**config.mk**
```make
export PLATFORM = sky130hd
export DESIGN_NAME = amsa_slave_arbiter
export DESIGN_NICKNAME = d
export VERILOG_FILES = /design/src/verilog/amsa_pkg.sv /design/src/verilog/amsa_slave_arbiter.sv
export SDC_FILE = /design/constraint.sdc
export NUM_CORES = 1
export LEC_CHECK = 0
export ABC_AREA = 1
export BUFFER_PORTS_ARGS = -buffer_cell sky130_fd_sc_hd__buf_2
export CORE_UTILIZATION = 45
export DETAILED_ROUTE_END_ITERATION = 16
export GPL_TIMING_DRIVEN = 1
export SKIP_CTS_REPAIR_TIMING = 1
export SYNTH_ARGS = -nofsm -noshare
export SYNTH_HDL_FRONTEND = slang
export SYNTH_SLANG_ARGS = --single-unit
```
**constraint.sdc**
```tcl
create_clock -name mclk -period 28 [get_ports mclk]
set_input_delay 4.2 -clock mclk [delete_from_list [all_inputs] [get_ports mclk]]
set_output_delay 4.2 -clock mclk [all_outputs]
set_load 0.02 [all_outputs]
```
**src/verilog/amsa_pkg.sv**
```systemverilog
// Package for the slave port arbiter: offsets, fields, reset values and AHB codes.
`default_nettype none
package amsa_pkg;
    // Register byte offsets
    localparam logic [8:0] AMSA_MCFG_BASE = 9'h000;
    localparam logic [8:0] AMSA_SCFG_OFF = 9'h040;
    localparam logic [8:0] AMSA_PRIO_A_OFF = 9'h080;
    localparam logic [8:0] AMSA_WPMR_OFF = 9'h1e4;
    localparam logic [8:0] AMSA_WPSR_OFF = 9'h1e8;
    localparam logic [8:0] AMSA_PROT_LO = 9'h000;
    localparam logic [8:0] AMSA_PROT_HI = 9'h1fc;
    // Field positions and widths
    localparam int AMSA_BLIM_W = 3;
    localparam int AMSA_SLOT_W = 9;
    localparam int AMSA_POOL_STRIDE = 4;
    localparam int AMSA_KEY_LSB = 8;
    localparam int AMSA_KEY_W = 24;
    localparam int AMSA_SRC_LSB = 8;
    localparam int AMSA_SRC_W = 7;
    // Reset values
    localparam logic [2:0] AMSA_BLIM_RST = 3'h0;
    localparam logic [8:0] AMSA_SLOT_RST = 9'h1ff;
    localparam logic [31:0] AMSA_PRIO_RST = 32'h0000_0000;
    // Access key of the protect mode register; value is arbitrary
    localparam logic [23:0] AMSA_PROT_KEY = 24'h5a3c96;
    // AHB transfer type codes
    localparam logic [1:0] AMSA_HT_IDLE = 2'h0;
    localparam logic [1:0] AMSA_HT_NONSEQ = 2'h2;
    // AHB burst codes
    localparam logic [2:0] AMSA_HB_SINGLE = 3'h0;
    localparam logic [2:0] AMSA_HB_INCR = 3'h1;
    localparam logic [2:0] AMSA_HB_WRAP4 = 3'h2;
    localparam logic [2:0] AMSA_HB_INCR4 = 3'h3;
    localparam logic [2:0] AMSA_HB_WRAP8 = 3'h4;
    localparam logic [2:0] AMSA_HB_INCR8 = 3'h5;
    localparam logic [2:0] AMSA_HB_WRAP16 = 3'h6;
    // Undefined burst limit encodings
    typedef enum logic [2:0] {
        AMSA_UL_UNLIM, AMSA_UL_1, AMSA_UL_4, AMSA_UL_8,
        AMSA_UL_16, AMSA_UL_32, AMSA_UL_64, AMSA_UL_128
    } amsa_blim_e;
endpackage
`default_nettype wire

```
**src/verilog/amsa_slave_arbiter.sv**
```systemverilog
// Per-slave arbiter with burst prediction, slot limit, priority pools and write protect.
`timescale 1ns/1ps
`default_nettype none
// Operation
// - One-beat limit ends burst every INCR beat
// - Limits 4..128 end burst at each boundary
// - Burst limit resets to unlimited, zero
// - Each master owns its burst limit
// - Slot counter loads at grant, decrements
// - Expired slot allows rearbitration after beat
// - Slot budget zero disables the limit
// - Locked transfers are never broken by slot
// - Round-robin in top/bottom pools, fixed otherwise
// - Pool level considered once the current owner is dropped
// - All pool levels reset to zero
// - Top pool waits at most one round
// - Any pool level assignment is accepted
// - No repeat grant while others request
// - Numerically highest pool level wins first
// - Intermediate pool ties go highest index
// - Round-robin in increasing master index
// - Protect bit blocks configuration writes
// - Blocked write sets flag and source
// - Only keyed mode write clears flag
// - Unlimited INCR gives no predicted end
// - Rearbitrate only at idle, single, end, slot
module amsa_slave_arbiter
    import amsa_pkg::*;
#(
    parameter int NM = 6,
    parameter int LW = 2
) (
    // Clock, reset, enable
    input wire logic mclk,
    input wire logic rst,
    input wire logic ce,
    // Master requests
    input wire logic [NM-1:0] req,
    // Slave-side AHB signals of the current owner
    input wire logic [1:0] bus_htrans,
    input wire logic [2:0] bus_hburst,
    input wire logic bus_hready,
    input wire logic bus_lock,
    // Register port
    input wire logic [8:0] reg_addr,
    input wire logic [31:0] reg_wdata,
    input wire logic reg_wr,
    input wire logic reg_rd,
    output logic [31:0] reg_rdata,
    // Grant
    output logic grant_valid,
    output logic [$clog2(NM)-1:0] grant_idx
);
    localparam int IW = $clog2(NM);
    localparam logic [LW-1:0] TOP = {LW{1'b1}};

    // Refuse sizes the register layout cannot hold
    if (NM < 2 || NM * AMSA_POOL_STRIDE > 32 || LW < 1 || LW > AMSA_POOL_STRIDE) begin : g_bad_size
        $error("amsa_slave_arbiter: unsupported NM or LW");
    end

    logic [AMSA_BLIM_W-1:0] undef_burst_limit_q [NM];
    logic [AMSA_SLOT_W-1:0] slot_budget_q;
    logic [31:0] prio_q;
    logic protect_on_q;
    logic protect_violation_q;
    logic [AMSA_SRC_W-1:0] violation_source_q;
    logic [31:0] rdata_q;
    logic grant_valid_q;
    logic [IW-1:0] grant_idx_q;
    logic [AMSA_SLOT_W-1:0] slot_cnt_q;
    logic [7:0] beat_cnt_q;
    logic [IW-1:0] rr_lo_q;
    logic [IW-1:0] rr_hi_q;

    // Write decode and protection
    logic keyed_wpmr;
    logic in_prot;
    logic blocked;
    logic wr_ok;
    assign keyed_wpmr = reg_wr && reg_addr == AMSA_WPMR_OFF
                        && reg_wdata[AMSA_KEY_LSB +: AMSA_KEY_W] == AMSA_PROT_KEY;
    assign in_prot = reg_addr >= AMSA_PROT_LO && reg_addr <= AMSA_PROT_HI;
    assign blocked = reg_wr && protect_on_q && in_prot && !keyed_wpmr;
    assign wr_ok = reg_wr && !blocked;

    // Master configuration: one burst limit per master
    always_ff @(posedge mclk) begin
        for (int i = 0; i < NM; i++) begin
            if (rst) begin
                undef_burst_limit_q[i] <= AMSA_BLIM_RST;
            end else if (ce && wr_ok && reg_addr == AMSA_MCFG_BASE + 9'(4 * i)) begin
                undef_burst_limit_q[i] <= reg_wdata[AMSA_BLIM_W-1:0];
            end
        end
    end

    // Slave configuration and pool levels
    always_ff @(posedge mclk) begin
        if (rst) begin
            slot_budget_q <= AMSA_SLOT_RST;
            prio_q <= AMSA_PRIO_RST;
        end else if (ce && wr_ok) begin
            if (reg_addr == AMSA_SCFG_OFF) begin
                slot_budget_q <= reg_wdata[AMSA_SLOT_W-1:0];
            end
            if (reg_addr == AMSA_PRIO_A_OFF) begin
                prio_q <= reg_wdata;
            end
        end
    end

    // Protect mode: changes only with the key, even when unprotected
    always_ff @(posedge mclk) begin
        if (rst) begin
            protect_on_q <= 1'b0;
        end else if (ce && keyed_wpmr) begin
            protect_on_q <= reg_wdata[0];
        end
    end

    // Violation flag: a new violation wins over a clear
    always_ff @(posedge mclk) begin
        if (rst) begin
            protect_violation_q <= 1'b0;
            violation_source_q <= '0;
        end else if (ce && blocked) begin
            protect_violation_q <= 1'b1;
            violation_source_q <= reg_addr[8:2];
        end else if (ce && keyed_wpmr) begin
            protect_violation_q <= 1'b0;
        end
    end

    // Read data, one cycle after the strobe; holes read zero
    always_ff @(posedge mclk) begin
        if (rst) begin
            rdata_q <= '0;
        end else if (ce) begin
            rdata_q <= '0;
            if (reg_rd) begin
                for (int i = 0; i < NM; i++) begin
                    if (reg_addr == AMSA_MCFG_BASE + 9'(4 * i)) begin
                        rdata_q <= 32'(undef_burst_limit_q[i]);
                    end
                end
                if (reg_addr == AMSA_SCFG_OFF) begin
                    rdata_q <= 32'(slot_budget_q);
                end
                if (reg_addr == AMSA_PRIO_A_OFF) begin
                    rdata_q <= prio_q;
                end
                if (reg_addr == AMSA_WPMR_OFF) begin
                    rdata_q <= 32'(protect_on_q);
                end
                if (reg_addr == AMSA_WPSR_OFF) begin
                    rdata_q <= 32'({violation_source_q, 7'h00, protect_violation_q});
                end
            end
        end
    end
    assign reg_rdata = rdata_q;

    // Limit code to beat count minus one
    function automatic logic [7:0] lim_m1(input logic [2:0] code);
        logic [7:0] r;
        r = 8'h00;
        unique case (amsa_blim_e'(code))
            AMSA_UL_UNLIM: r = 8'h00;
            AMSA_UL_1: r = 8'h00;
            AMSA_UL_4: r = 8'h03;
            AMSA_UL_8: r = 8'h07;
            AMSA_UL_16: r = 8'h0f;
            AMSA_UL_32: r = 8'h1f;
            AMSA_UL_64: r = 8'h3f;
            AMSA_UL_128: r = 8'h7f;
        endcase
        return r;
    endfunction

    // Beat position and end-of-burst detection
    logic active;
    logic beat_done;
    logic [7:0] beat_idx;
    logic [2:0] own_limit;
    logic [7:0] own_m1;
    logic end_of_burst;
    logic slot_exp;
    logic arb_pt;
    assign active = bus_htrans[1];
    assign beat_done = active && bus_hready;
    assign beat_idx = (bus_htrans == AMSA_HT_NONSEQ) ? 8'h00 : beat_cnt_q;
    assign own_limit = undef_burst_limit_q[grant_idx_q];
    assign own_m1 = lim_m1(own_limit);

    always_comb begin
        end_of_burst = 1'b0;
        unique case (bus_hburst)
            AMSA_HB_SINGLE: end_of_burst = beat_done;
            // Unlimited INCR only ends by idle or slot
            AMSA_HB_INCR: end_of_burst = beat_done && own_limit != 3'(AMSA_UL_UNLIM)
                                         && (beat_idx & own_m1) == own_m1;
            AMSA_HB_WRAP4, AMSA_HB_INCR4: end_of_burst = beat_done && beat_idx == 8'h03;
            AMSA_HB_WRAP8, AMSA_HB_INCR8: end_of_burst = beat_done && beat_idx == 8'h07;
            default: end_of_burst = beat_done && beat_idx == 8'h0f;
        endcase
    end

    // Expiry only counts when a budget is programmed; lock holds the owner
    assign slot_exp = slot_budget_q != '0 && slot_cnt_q == '0 && grant_valid_q;
    assign arb_pt = !grant_valid_q || bus_htrans == AMSA_HT_IDLE || end_of_burst
                    || (slot_exp && bus_hready && !bus_lock);

    always_ff @(posedge mclk) begin
        if (rst) begin
            beat_cnt_q <= 8'h00;
        end else if (ce && beat_done) begin
            beat_cnt_q <= beat_idx + 8'h01;
        end
    end

    // Round-robin pick: first candidate after the pointer, upward
    function automatic logic [IW-1:0] rr_pick(input logic [NM-1:0] cand, input logic [IW-1:0] ptr);
        logic [IW-1:0] r;
        logic found;
        int idx;
        r = '0;
        found = 1'b0;
        for (int k = 1; k <= NM; k++) begin
            idx = (int'(ptr) + k) % NM;
            if (!found && cand[idx]) begin
                r = IW'(idx);
                found = 1'b1;
            end
        end
        return r;
    endfunction

    // Winner selection
    logic [NM-1:0] mreq;
    logic [NM-1:0] cand;
    logic [LW-1:0] best;
    logic [IW-1:0] win_idx;
    logic win_valid;
    logic multi_req;
    always_comb begin
        mreq = req;
        multi_req = ($countones(req) > 1);
        if (multi_req && grant_valid_q) begin
            mreq[grant_idx_q] = 1'b0;
        end
        best = '0;
        for (int i = 0; i < NM; i++) begin
            if (mreq[i] && prio_q[AMSA_POOL_STRIDE * i +: LW] > best) begin
                best = prio_q[AMSA_POOL_STRIDE * i +: LW];
            end
        end
        cand = '0;
        for (int i = 0; i < NM; i++) begin
            cand[i] = mreq[i] && prio_q[AMSA_POOL_STRIDE * i +: LW] == best;
        end
        win_valid = |mreq;
        win_idx = '0;
        if (best == '0) begin
            win_idx = rr_pick(cand, rr_lo_q);
        end else if (best == TOP) begin
            win_idx = rr_pick(cand, rr_hi_q);
        end else begin
            for (int i = 0; i < NM; i++) begin
                if (cand[i]) begin
                    win_idx = IW'(i);
                end
            end
        end
    end

    // Winner level against every requester in mreq, worked out apart from the pick
    logic [LW-1:0] win_lvl;
    logic win_lvl_top;
    always_comb begin
        win_lvl = prio_q[AMSA_POOL_STRIDE * int'(win_idx) +: LW];
        win_lvl_top = 1'b1;
        for (int i = 0; i < NM; i++) begin
            if (mreq[i] && prio_q[AMSA_POOL_STRIDE * i +: LW] > win_lvl) begin
                win_lvl_top = 1'b0;
            end
        end
    end

    // Grant register: moves only at an arbitration point
    always_ff @(posedge mclk) begin
        if (rst) begin
            grant_valid_q <= 1'b0;
            grant_idx_q <= '0;
        end else if (ce && arb_pt) begin
            grant_valid_q <= win_valid;
            if (win_valid) begin
                grant_idx_q <= win_idx;
            end
        end
    end
    assign grant_valid = grant_valid_q;
    assign grant_idx = grant_idx_q;

    // Round-robin pointers, one per round-robin pool
    always_ff @(posedge mclk) begin
        if (rst) begin
            rr_lo_q <= IW'(NM - 1);
            rr_hi_q <= IW'(NM - 1);
        end else if (ce && arb_pt && win_valid) begin
            if (best == '0) begin
                rr_lo_q <= win_idx;
            end else if (best == TOP) begin
                rr_hi_q <= win_idx;
            end
        end
    end

    // Slot counter; idles at zero to save toggling
    always_ff @(posedge mclk) begin
        if (rst) begin
            slot_cnt_q <= '0;
        end else if (ce) begin
            if (arb_pt && win_valid) begin
                slot_cnt_q <= slot_budget_q;
            end else if (slot_cnt_q != '0) begin
                slot_cnt_q <= slot_cnt_q - AMSA_SLOT_W'(1);
            end
        end
    end

    // Checks
    a_viol_sets: assert property (@(posedge mclk) disable iff (rst)
        ce && blocked |=> protect_violation_q && violation_source_q == $past(reg_addr[8:2]))
        else $error("violation flag or source not recorded");
    a_flag_holds: assert property (@(posedge mclk) disable iff (rst)
        protect_violation_q && !(ce && keyed_wpmr) |=> protect_violation_q)
        else $error("violation flag cleared without keyed write");
    a_blocked_cfg: assert property (@(posedge mclk) disable iff (rst)
        ce && blocked && reg_addr == AMSA_SCFG_OFF |=> $stable(slot_budget_q))
        else $error("protected write changed configuration");
    a_no_repeat: assert property (@(posedge mclk) disable iff (rst)
        ce && arb_pt && multi_req && grant_valid_q |=> grant_idx_q != $past(grant_idx_q))
        else $error("same master granted twice while others requested");
    a_level_first: assert property (@(posedge mclk) disable iff (rst)
        ce && arb_pt && win_valid |-> mreq[win_idx] && win_lvl_top)
        else $error("lower pool level granted over higher");
    a_slot_load: assert property (@(posedge mclk) disable iff (rst)
        ce && arb_pt && win_valid |=> slot_cnt_q == $past(slot_budget_q))
        else $error("slot counter not loaded at arbitration");
    a_slot_dec: assert property (@(posedge mclk) disable iff (rst)
        ce && !arb_pt && slot_cnt_q != '0 |=> slot_cnt_q == $past(slot_cnt_q) - 1'b1)
        else $error("slot counter did not decrement");
    a_grant_hold: assert property (@(posedge mclk) disable iff (rst)
        !arb_pt ##1 !arb_pt |-> $stable(grant_idx_q) && $stable(grant_valid_q))
        else $error("grant moved outside an arbitration point");
    a_unlim_none: assert property (@(posedge mclk) disable iff (rst)
        grant_valid_q && bus_hburst == AMSA_HB_INCR && own_limit == 3'h0 && active && !slot_exp
        |-> !arb_pt)
        else $error("predicted end raised with unlimited setting");
    a_one_beat: assert property (@(posedge mclk) disable iff (rst)
        bus_hburst == AMSA_HB_INCR && own_limit == 3'h1 && beat_done |-> arb_pt)
        else $error("one-beat limit did not end the beat");
    a_rdata_idle: assert property (@(posedge mclk) disable iff (rst)
        ce && !reg_rd |=> reg_rdata == '0)
        else $error("read data not zero outside the answer cycle");
    c_grant_move: cover property (@(posedge mclk) disable iff (rst)
        ce && arb_pt && multi_req ##1 grant_idx_q != $past(grant_idx_q));
    c_violation: cover property (@(posedge mclk) disable iff (rst) ce && blocked);
    c_slot_break: cover property (@(posedge mclk) disable iff (rst) slot_exp && bus_hready && active);
    c_pred_end: cover property (@(posedge mclk) disable iff (rst)
        bus_hburst == AMSA_HB_INCR && end_of_burst && beat_idx != 8'h00);
endmodule // amsa_slave_arbiter
`default_nettype wire
```
Yosys cells after proc, flatten, opt, wreduce, memory -nomap -nowiden
Memories as Yosys holds them, arrays and structs flattened. A register that Yosys moved wholly into a read port is not among the register bits.
Cells that the tools add are included.
W data, S select, Z words.
{ "totals": {"register_bits": 109, "mem_bits_ro": 56, "mem_count": 2, "inputBits": 59, "elab_cells": 329, "output_inout_bits": 36, "mem_bits_rw": 18} }
{ "op_classes": {"n_div": 12, "bitwise_logic": 10, "muxes": 134, "n_eq_ne": 27, "n_reduce_logical": 90, "order_cmp": 23, "n_addsub": 19} }
{ "mem_list": {"columns": ["name", "words", "word_bits", "rd", "rd_clocked_by_memory_dff", "wr", "line_no", "rtl"], "rows": [
  ["(no name shown)", 8, 7, 1, 0, 0, "amsa_slave_arbiter.sv:168", "unique case (amsa_blim_e'(code))"],
  ["undef_burst_limit_q", 6, 3, 7, 1, 6, "amsa_slave_arbiter.sv:62", "logic [AMSA_BLIM_W-1:0] undef_burst_limit_q [NM];"]
]} }
{ "op_table": {"columns": ["cell", "n"], "rows": [
  ["$lt A32 B5 Y1 const B", 12],
  ["$mod A32 B4 Y32 const B", 12],
  ["$mux W32", 10],
  ["$mux W3", 27],
  ["$mux W1", 73],
  ["$logic_and A1 B1 Y1", 54],
  ["$bmux W1 S3", 12],
  ["$add A3 B3 Y4 const B", 6],
  ["$eq A24 B23 Y1 const B", 1],
  ["$eq A9 B4 Y1 const B", 2],
  ["$eq A9 B5 Y1 const B", 2],
  ["$eq A9 B9 Y1 const B", 2],
  ["$logic_not A9 Y1", 2],
  ["$mux W9", 2],
  ["$reduce_bool A9 Y1", 2],
  ["$add A3 B2 Y4 const B", 4],
  ["$logic_not A1 Y1", 14],
  ["$eq A2 B2 Y1", 6],
  ["$mux W2", 6],
  ["$gt A2 B2 Y1", 5],
  ["$reduce_and A2 Y1", 5],
  ["$eq A9 B3 Y1 const B", 1],
  ["$eq A9 B7 Y1 const B", 1],
  ["$eq A9 B8 Y1 const B", 1],
  ["other kinds (37)", 53]
]} }

Logic depth before layout (Yosys ltp)
Gate-level depths: netlist of run 1.
{ "depth": {"word_depth": 59, "depth_mapped": 68, "ltp_nobuf": 68} }

Least setup slack after synthesis of run 1
Ideal clock, no wire load.
{ "synth_path": {"path_kind": "input to register", "from": "input port req[0]", "to": "register with a tool-made name", "cell_stages": 64, "required_ns": 27.888, "setup_ns": 0.112, "n_path_buf": 0, "slack_ns": 16.310, "arrival_time_ns": 11.579, "cell_sequence": "fa_1 inv_1 fa_1 inv_1 nand2_1 fa_1 nand2_1 nand2_2 inv_2 nand2_2 nand2_2 nor2_2 ha_1 nand2_1 a21boi_1 nand3_2 nand2_1 o21ai_2 (+28 left out) inv_4 nand2_1 o21ai_1 nor2_2 nand3_4 nand2_1 nand2_2 nor3_2 inv_2 nand2_4 inv_2 nand3_1 nand2_1 nand3b_4 o21ai_2 nand3_1 nand2_1 inv_1"} }
{ "synth_rtl": {"columns": ["element", "line_no", "rtl"], "rows": [
  ["start: declaration", "amsa_slave_arbiter.sv:38", "input wire logic [NM-1:0] req,"]
]} }

==> results of run 1 <==
-- cells in the mapped netlist (2+ instances only) --
cell and number:
xnor2_1 4, a21oi_2 2, nor2_4 2, nor3_2 2, clkinv_1 7, nor4_1 8, fa_1 3, o211ai_1 11
o2111ai_1 2, clkbuf_1 31, o21ai_0 95, nand3_4 2, inv_1 181, ha_1 39, o221ai_1 4, a221oi_1 5
o21ai_1 5, nor3_1 21, buf_2 2, o21ai_2 5, nor2_1 117, nor2_2 9, edfxtp_1 18, nand2_2 25
a21oi_1 106, nor3b_1 4, o22ai_1 8, xor2_1 9, nand3b_1 4, nand3_1 111, dfxtp_1 112, nand2_1 252
nand4_1 25, a211oi_1 6, inv_2 11, a31oi_1 13, or2_2 3, nand2_4 5, nand3_2 10
-- power breakdown --
group	internal, uW	leakage [uW]	switching [uW]
clock	163	0.000324	84.3
sequential	197	0.00109	16.1
combinational	106	0.00309	204
total	466	0.00451	305
-- flip-flops by register name, summed over array words and instances, names as in the netlist, named ones only --
signal / flops
slot_budget_q: 9
reg_rdata: 32
beat_cnt_q: 8
rr_hi_q: 3
protect_violation_q: 1
slot_cnt_q: 9
violation_source_q: 7
grant_idx: 3
protect_on_q: 1
rr_lo_q: 3
prio_q: 32
undef_burst_limit_q: 18
grant_valid: 1
-- metal layers --
| layer | vias to the layer above | share of wire | GRT usage |
|---|---|---|---|
| li1 | 4470 | - | - |
| met1 | 4054 | 0.47 | 0.345 |
| met2 | 201 | 0.47 | 0.430 |
| met3 | 26 | 0.044 | 0.0374 |
| met4 | 0 | 0.014 | 0.0841 |
| met5 | - | 0 | 0 |
-- worst max path at each step --
| stage | start | endpoint | slack (ns) | depth (start not counted) |
|---|---|---|---|---|
| after global placement | req[0] | flip-flop | 15.49 | 64 |
| after CTS | req[0] | grant_idx[1] | 15.62 | 64 |
| after detailed placement | req[0] | flip-flop | 15.24 | 64 |
| after floorplan | req[0] | flip-flop | 16.31 | 64 |
| after global routing | req[0] | rr_lo_q[2] | 14.79 | 63 |
| final | req[0] | flip-flop | 15.60 | 64 |
-- metrics by stage --
stage,setup slack (ns),instance area (um^2)
2_1_floorplan,16.31,8720
3_3_place_gp,15.49,9420
3_5_place_dp,15.24,9420
4_1_cts,15.62,10100
5_1_grt,14.79,10100
6_report,15.60,10100
-- worst min-delay path, cell delays in order, from the launching register on --
cell	delay, ns
dfxtp_1	0.31
inv_1	0.05
a21oi_1	0.05
-- placed cells by master, fill, tap and decap left out, types with 4 or more instances in the layout --
cell type	netlist	layout
nand2_1	252	251
inv_1	181	180
nor2_1	117	117
dfxtp_1	112	112
nand3_1	111	111
a21oi_1	106	106
o21ai_0	95	95
buf_2	2	94
ha_1	39	39
nand2_2	25	26
nand4_1	25	25
nor3_1	21	21
edfxtp_1	18	18
clkbuf_16	0	17
a31oi_1	13	13
inv_2	11	12
o211ai_1	11	11
nand3_2	10	10
xor2_1	9	9
nor2_2	9	9
nor4_1	8	8
o22ai_1	8	8
clkinv_1	7	7
a211oi_1	6	6
o21ai_2	5	5
nand2_4	5	5
o21ai_1	5	5
a221oi_1	5	5
bufinv_16	0	5
buf_4	1	5
nor3b_1	4	4
nand3b_1	4	4
o221ai_1	4	4
xnor2_1	4	4
-- cell type report --
| type | count | area, um^2 | share of cell area |
|---|---|---|---|
| Clock inverter | 13 | 205 | 0.0204 |
| Tap cell | 260 | 325 | 0.0323 |
| Multi-Input combinational cell | 932 | 5050 | 0.501 |
| Clock buffer | 19 | 453 | 0.0449 |
| Inverter | 200 | 753 | 0.0747 |
| Sequential cell | 130 | 2780 | 0.276 |
| Timing Repair Buffer | 99 | 508 | 0.0504 |
-- cells by family (layout without fill, tap and decap cells) --
group / Yosys count / after routing
AND/OR/NAND/NOR: 607 / 607
adder cells (fa/ha/maj): 42 / 42
XOR/XNOR: 13 / 13
AO/OA/AOI/OAI: 270 / 270
buffers and inverters: 235 / 331
flip-flops: 130 / 130
==> results.sh, run 1 <==
export IMPL_synth_top_family_by_area="simple AND/OR/NAND/NOR gates"
export IMPL_power_uw=770
export IMPL_fin_skew_ns=0.00748
export IMPL_cts_sinks=130
export IMPL_ys_flop_type="dfxtp_1"
export IMPL_p_per_area_mw_per_mm2=76.4
export IMPL_ys_ff_latch=130
export IMPL_wl_per_cell_um=15.1
export IMPL_cp_max_fo=7
export IMPL_reg2reg_from="grant_idx[2]"
export IMPL_cp_slowest_cell="fa_1"
export IMPL_drive_gt1_frac=0.155
export IMPL_maxCapViolCount=0
export IMPL_final_core_util=0.535
export IMPL_netlist_area_leader_share=0.257
export IMPL_whs_ns=0.445
export IMPL_slew_headroom=0.311
export IMPL_end_kind="flip-flop"
export IMPL_numPortBuffers=94
export IMPL_avgViaCountPerCell=5.29
export IMPL_synth_simple_area_share=0.328
export IMPL_rows=50
export IMPL_finalMaxSlewViolations=0
export IMPL_crit_family="simple AND/OR/NAND/NOR gates"
export IMPL_syn_area_mm2=0.00872
export IMPL_ir_worst_vdd_mv=0.0461
export IMPL_gp_congestion=0.899
export IMPL_slowest_delay_ns=0.54
export IMPL_rr_worst_depth=57
export IMPL_avgSynthCellArea_um2=6.73
export IMPL_synth_area_leaders="dfxtp_1 26%, nand2_1 11%, inv_1 7.8%"
export IMPL_synth_xor_area_frac=0.0131
export IMPL_whs_path_depth=2
export IMPL_grt_setup_unrepaired="no"
export IMPL_cpMostUsedCell="nand2_1"
export IMPL_gr_usage_all_layers=0.259
export IMPL_async_reset_ff_frac=0
export IMPL_synth_compound_area_frac=0.175
export IMPL_synth_edf_count=18
export IMPL_insertion_delay_ns=0.42
export IMPL_critPathBufInv=11
export IMPL_clk_pin_slew_ns=0.06
export IMPL_hold_end="prio_q[22]"
export IMPL_ys_seq_area_frac=0.319
export IMPL_cts_htree_levels=4
export IMPL_cts_tree="done"
export IMPL_nNetsFinal=1481
export IMPL_clk_path_buf_depth=2
export IMPL_dr_pass1_iters=5
export IMPL_start_util=0.463
export IMPL_dieArea_mm2=0.0199
export IMPL_antenna_found_initial=0
export IMPL_nFillCells=1931
export IMPL_cts_inserted_buffers=17
export IMPL_status="finished, final reports clean"
export IMPL_fmaxAchievable_mhz=80.6
export IMPL_grt_pass1_vias=8266
export IMPL_n_antenna_cell=0
export IMPL_stdcell_count=1653
export IMPL_grt_ovfl_total=0
export IMPL_vias=8751
export IMPL_grt_pass1_wl_mm=40.8
export IMPL_worstMarginPinSlew_ns=1.03
export IMPL_synth_top_area_cell="dfxtp_1"
export IMPL_worstPathRequired_ns=28.31
export IMPL_synthAdderAreaFrac=0.0628
export IMPL_syn_to_final_growth_pct=15.5
export IMPL_place_inst=1621
export IMPL_die_w_um=141
export IMPL_grt_max_degree=65
export IMPL_core_mm2=0.0188
export IMPL_hold_class="reg2reg"
export IMPL_finalCritPeriodShare=0.443
export IMPL_drt_iter0_markers=399
export IMPL_final_antenna_net_count=0
export IMPL_synthMuxAreaShare=0
export IMPL_synth_distinct_cells=57
export IMPL_dp_hpwl_mm=18.7
export IMPL_path_class="in2reg"
export IMPL_cp_arrival_ns=12.71
export IMPL_cts_root_buffer="clkbuf_16"
export IMPL_setup_tns_ns=0
export IMPL_p_leak_uw=0.00451
export IMPL_hold_start="prio_q[22]"
export IMPL_netlist_instances=1297
export IMPL_remaining_drc_errors=0
export IMPL_syn_nets=1398
export IMPL_timing_final_crit_period_ns=12.40
export IMPL_ff2ff_setup_slack_ns=20.68
export IMPL_num_io_pins=95
export IMPL_drt_wl_total_mm=24.9
export IMPL_chipHeight_um=141
export IMPL_finalHoldViolCount=0
export IMPL_synth_warnings=0
export IMPL_setup_viol=0
export IMPL_start_kind="input pin"
Note: power is estimated with default switching activity, not from simulation.
==> run 2, diff against run 1 <==
==> constraint.sdc (replaced) <==
create_clock -name mclk -period 12.5 [get_ports mclk]
set_input_delay 1.875 -clock mclk [delete_from_list [all_inputs] [get_ports mclk]]
set_output_delay 1.875 -clock mclk [all_outputs]
set_load 0.02 [all_outputs]
==> results.sh, run 2 (synthesized netlist as in run 1, its figures left out) <==
export IMPL_status="finished, final reports clean"
export IMPL_cts_htree_levels=4
export IMPL_remaining_drc_errors=0
export IMPL_n_antenna_cell=0
export IMPL_cp_max_fo=7
export IMPL_nNetsFinal=1481
export IMPL_cts_tree="done"
export IMPL_gr_usage_all_layers=0.260
export IMPL_slew_headroom=0.311
export IMPL_clk_pin_slew_ns=0.06
export IMPL_rows=50
export IMPL_final_antenna_net_count=0
export IMPL_gp_congestion=0.900
export IMPL_drt_iter0_markers=523
export IMPL_multi_input_area_mm2=0.00505
export IMPL_cp_arrival_ns=10.37
export IMPL_start_kind="input pin"
export IMPL_core_mm2=0.0188
export IMPL_die_w_um=141
export IMPL_cts_root_buffer="clkbuf_16"
export IMPL_syn_to_final_growth_pct=15.6
export IMPL_cts_sinks=130
export IMPL_timing_final_crit_period_ns=10.05
export IMPL_insertion_delay_ns=0.43
export IMPL_cp_slowest_cell="fa_1"
export IMPL_numPortBuffers=94
export IMPL_area_sequential_mm2=0.00278
export IMPL_grt_max_degree=65
export IMPL_ir_worst_vdd_mv=0.0997
export IMPL_clk_path_buf_depth=2
export IMPL_num_io_pins=95
export IMPL_end_kind="flip-flop"
export IMPL_p_leak_uw=0.00452
export IMPL_power_uw=1740
export IMPL_dr_pass1_iters=5
export IMPL_setup_tns_ns=0
export IMPL_drt_wl_total_mm=24.9
export IMPL_path_class="in2reg"
export IMPL_cts_inserted_buffers=17
export IMPL_finalHoldViolCount=0
export IMPL_grt_setup_unrepaired="no"
export IMPL_finalMaxSlewViolations=0
export IMPL_nFillCells=1933
export IMPL_grt_pass1_wl_mm=40.7
export IMPL_dpl_worst_slack_ns=2.05
export IMPL_drive_gt1_frac=0.155
export IMPL_wl_per_cell_um=15.1
export IMPL_p_per_area_mw_per_mm2=172
export IMPL_dieArea_mm2=0.0199
export IMPL_maxCapViolCount=0
export IMPL_layout_commonest_cell="nand2_1"
export IMPL_setup_viol=0
export IMPL_dp_hpwl_mm=18.7
export IMPL_worstMarginPinSlew_ns=1.03
export IMPL_chipHeight_um=141
export IMPL_avgViaCountPerCell=5.30
export IMPL_antenna_found_initial=0
export IMPL_layout_cells_most_common_list="251 x nand2_1, 180 x inv_1, 117 x nor2_1"
export IMPL_fin_ws_ns=2.45
export IMPL_fmaxAchievable_mhz=99.5
export IMPL_slowest_delay_ns=0.54
export IMPL_hold_class="reg2reg"
export IMPL_fin_skew_ns=0.00864
export IMPL_grt_ovfl_total=0
export IMPL_grt_pass1_vias=8106
export IMPL_finalCritPeriodShare=0.804
export IMPL_worstPathRequired_ns=12.82
export IMPL_vias=8754
export IMPL_cpMostUsedCell="nand2_1"
export IMPL_start_util=0.463
-- run 2: cell types whose count changed in the layout (fill, tap and decap cells not counted), sizes merged --
cell / before / now
clkinv: 12 / 13
clkinvlp: 1 / 0
-- run 2: area by class of cell --
| type | count | area share |
|---|---|---|
| well taps | 260 | 0.0322 |
| multi-input cells | 932 | 0.501 |
| flip-flops and latches | 130 | 0.276 |
| clock inverters | 13 | 0.0201 |
| inverters | 200 | 0.0747 |
| clock buffers | 19 | 0.0460 |
| repair buffers | 99 | 0.0503 |
-- run 2: final timing paths --
check,start,slack [ns],end,cells after the start
max,req[0],2.45,flip-flop,64
min reg2reg,prio_q[18],0.45,prio_q[18],2
min,prio_q[18],0.45,prio_q[18],2
max reg2reg,grant_idx[2],5.18,flip-flop,57
-- run 2: critical path: cells and delay by family --
family                   cells  cell delay (ns)
AND/OR/NAND/NOR             38             3.87
adder cells (fa/ha/maj)      8             2.76
AO/OA/AOI/OAI                8             1.13
buffers and inverters       10             0.69
-- run 2: stage by stage --
step | hold slack [ns] | std cells | cell area (um^2) | util
floorplan | 0.424 | 1297 | 8720 | -
global placement | 0.434 | 1621 | 9420 | 0.500
detailed placement | 0.436 | 1621 | 9420 | 0.500
CTS | 0.446 | 1653 | 10100 | 0.536
global route | 0.462 | 1653 | 10100 | 0.536
finish | 0.446 | 1653 | 10100 | 0.536
-- run 2: power breakdown --
group / internal (uW) / switching (uW)
Combinational: 237 / 459
Clock: 371 / 193
Sequential: 442 / 36.0
-- run 2: metal layers --
layer / routed length [um] / vias up / global-route usage
met5: 0 / - / 0
met4: 377 / 0 / 0.0761
met3: 1420 / 26 / 0.0377
met2: 11500 / 255 / 0.431
met1: 11700 / 3991 / 0.350
li1: - / 4482 / -
==> run 3, diff against run 2 <==
--- a/config.mk
+++ b/config.mk
@@ -10,6 +10,7 @@
 export CORE_UTILIZATION = 45
 export DETAILED_ROUTE_END_ITERATION = 16
 export GPL_TIMING_DRIVEN = 1
+export PLACE_DENSITY = 0.66
 export SKIP_CTS_REPAIR_TIMING = 1
 export SYNTH_ARGS = -nofsm -noshare
 export SYNTH_HDL_FRONTEND = slang
==> constraint.sdc (replaced) <==
create_clock -name mclk -period 8.5 [get_ports mclk]
set_input_delay 1.275 -clock mclk [delete_from_list [all_inputs] [get_ports mclk]]
set_output_delay 1.275 -clock mclk [all_outputs]
set_load 0.02 [all_outputs]
==> results.sh, run 3 (synthesized netlist as in run 1, its figures left out) <==
export IMPL_status="finished with violations"
export IMPL_violations="negative setup slack"
export IMPL_reg2reg_from="grant_idx[2]"
export IMPL_clk_path_buf_depth=2
export IMPL_final_core_util=0.571
export IMPL_p_switching_uw=1090
export IMPL_ff2ff_setup_slack_ns=1.65
export IMPL_grt_ovfl_total=0
export IMPL_fmaxAchievable_mhz=112
export IMPL_combPwrFrac=0.453
export IMPL_syn_to_final_growth_pct=23.3
export IMPL_swShare=0.413
export IMPL_fin_skew_ns=0.00911
export IMPL_gr_usage_all_layers=0.251
export IMPL_avgViaCountPerCell=5.32
export IMPL_final_antenna_net_count=0
export IMPL_antenna_found_initial=0
export IMPL_cp_arrival_ns=9.28
export IMPL_rr_endpoint="grant_idx[2]"
export IMPL_rr_worst_depth=58
export IMPL_n_antenna_cell=0
export IMPL_drt_iter0_markers=618
export IMPL_cp_slowest_cell="fa_1"
export IMPL_slowest_delay_ns=0.53
export IMPL_nNetsFinal=1528
export IMPL_seqPwrFrac=0.268
export IMPL_cts_sinks=130
export IMPL_cts_tree="done"
export IMPL_timing_final_crit_period_ns=8.97
export IMPL_setup_viol=12
export IMPL_insertion_delay_ns=0.41
export IMPL_fin_area_mm2=0.0108
export IMPL_num_io_pins=95
export IMPL_finalHoldViolCount=0
export IMPL_drt_wl_total_mm=25.2
export IMPL_rows=50
export IMPL_fin_ws_ns=-0.467
export IMPL_remaining_drc_errors=0
export IMPL_pwr_share_clk=0.279
export IMPL_p_leak_uw=0.00476
export IMPL_finalMaxSlewViolations=0
export IMPL_start_kind="input pin"
export IMPL_cts_htree_levels=4
export IMPL_layout_cells_most_common_list="219 x nand2_1, 175 x inv_1, 112 x nor2_1, 112 x dfxtp_1, 104 x a21oi_1"
export IMPL_end_kind="flip-flop"
export IMPL_grt_pass1_wl_mm=40.1
export IMPL_place_inst=1655
export IMPL_dieArea_mm2=0.0199
export IMPL_crit_path_start="req[3]"
export IMPL_worstPathRequired_ns=8.81
export IMPL_grt_pass1_vias=8285
export IMPL_dp_hpwl_mm=18.4
export IMPL_cpMostUsedCell="nand2_2"
export IMPL_cts_root_buffer="clkbuf_16"
export IMPL_drive_gt1_frac=0.230
export IMPL_ir_worst_vdd_mv=0.159
export IMPL_start_util=0.463
export IMPL_crit_end="grant_idx[2]"
export IMPL_wl_per_cell_um=14.8
export IMPL_gp_congestion=0.931
export IMPL_cts_inserted_buffers=17
export IMPL_path_class="in2reg"
export IMPL_grt_max_degree=77
export IMPL_chipHeight_um=141
export IMPL_worstMarginPinSlew_ns=1.13
export IMPL_grt_setup_unrepaired="yes"
export IMPL_vias=9042
export IMPL_dr_pass1_iters=5
export IMPL_finalCritPeriodShare=1.05
export IMPL_maxCapViolCount=0
export IMPL_cp_max_fo=7
export IMPL_core_mm2=0.0188
export IMPL_stdcell_count=1700
export IMPL_clk_pin_slew_ns=0.06
export IMPL_die_w_um=141
export IMPL_layout_commonest_cell="nand2_1"
export IMPL_slew_headroom=0.246
export IMPL_placed_cell_area_mm2=0.00973
export IMPL_power_internal_uw=1550
export IMPL_p_per_area_mw_per_mm2=245
export IMPL_hold_class="reg2reg"
export IMPL_numPortBuffers=94
[run 3: changes by cell type in the layout (fill, tap and decap cells not counted), sizes merged]
cell / previous run / this run
clkbuf: 19 / 20
clkinvlp: 0 / 3
buf: 99 / 146
inv: 195 / 194
bufinv: 5 / 2
[run 3: power by group through the flow]
stage,clock network (uW),logic (uW),registers [uW]
2_1_floorplan,0,811,698
3_3_place_gp,0,1070,715
3_5_place_dp,0,1090,715
4_1_cts,740,1090,703
5_1_grt,769,1310,709
6_report,735,1190,705
[run 3: through the flow]
step                      hold slack, ns  worst slack (ns)  TNS (ns)  power [uW]
after global routing               0.464             -1.02    -11.74        2790
after detailed placement           0.436            -0.922    -10.08        1800
after CTS                          0.446            -0.539     -5.47        2540
after floorplan                    0.424            0.0235         0        1510
final                              0.446            -0.467     -5.08        2630
after global placement             0.433            -0.725     -7.54        1780
[run 3: area by class of cell]
type,instances,area (um^2)
Tap cell,260,325
Multi-Input combinational cell,932,5410
Sequential cell,130,2780
Inverter,200,756
Clock inverter,12,133
Timing Repair Buffer,146,878
Clock buffer,20,467
Fill cell,1778,8080
[run 3: metal layers]
metal,share of wire,up-vias,GRT usage
met2,0.47,264,0.417
li1,-,4572,-
met3,0.052,32,0.0329
met5,0,-,0
met1,0.46,4174,0.337
met4,0.020,0,0.0795
[run 3: critical path: cells and delay by family]
kind                     cells  cell delay (ns)
buffers and inverters       11             0.80
AO/OA/AOI/OAI                5             0.70
adder cells (fa/ha/maj)      8             2.72
AND/OR/NAND/NOR             41             3.77
[run 3: worst min-delay path by stage]
| stage | to | start | cells past startpoint | slack [ns] |
|---|---|---|---|---|
| after floorplan | prio_q[10] | prio_q[10] | 2 | 0.42 |
| after global placement | prio_q[22] | prio_q[22] | 2 | 0.43 |
| after detailed placement | prio_q[2] | prio_q[2] | 2 | 0.44 |
| after CTS | prio_q[2] | prio_q[2] | 2 | 0.45 |
| after global routing | prio_q[28] | prio_q[28] | 2 | 0.46 |
| final | prio_q[30] | prio_q[30] | 2 | 0.45 |
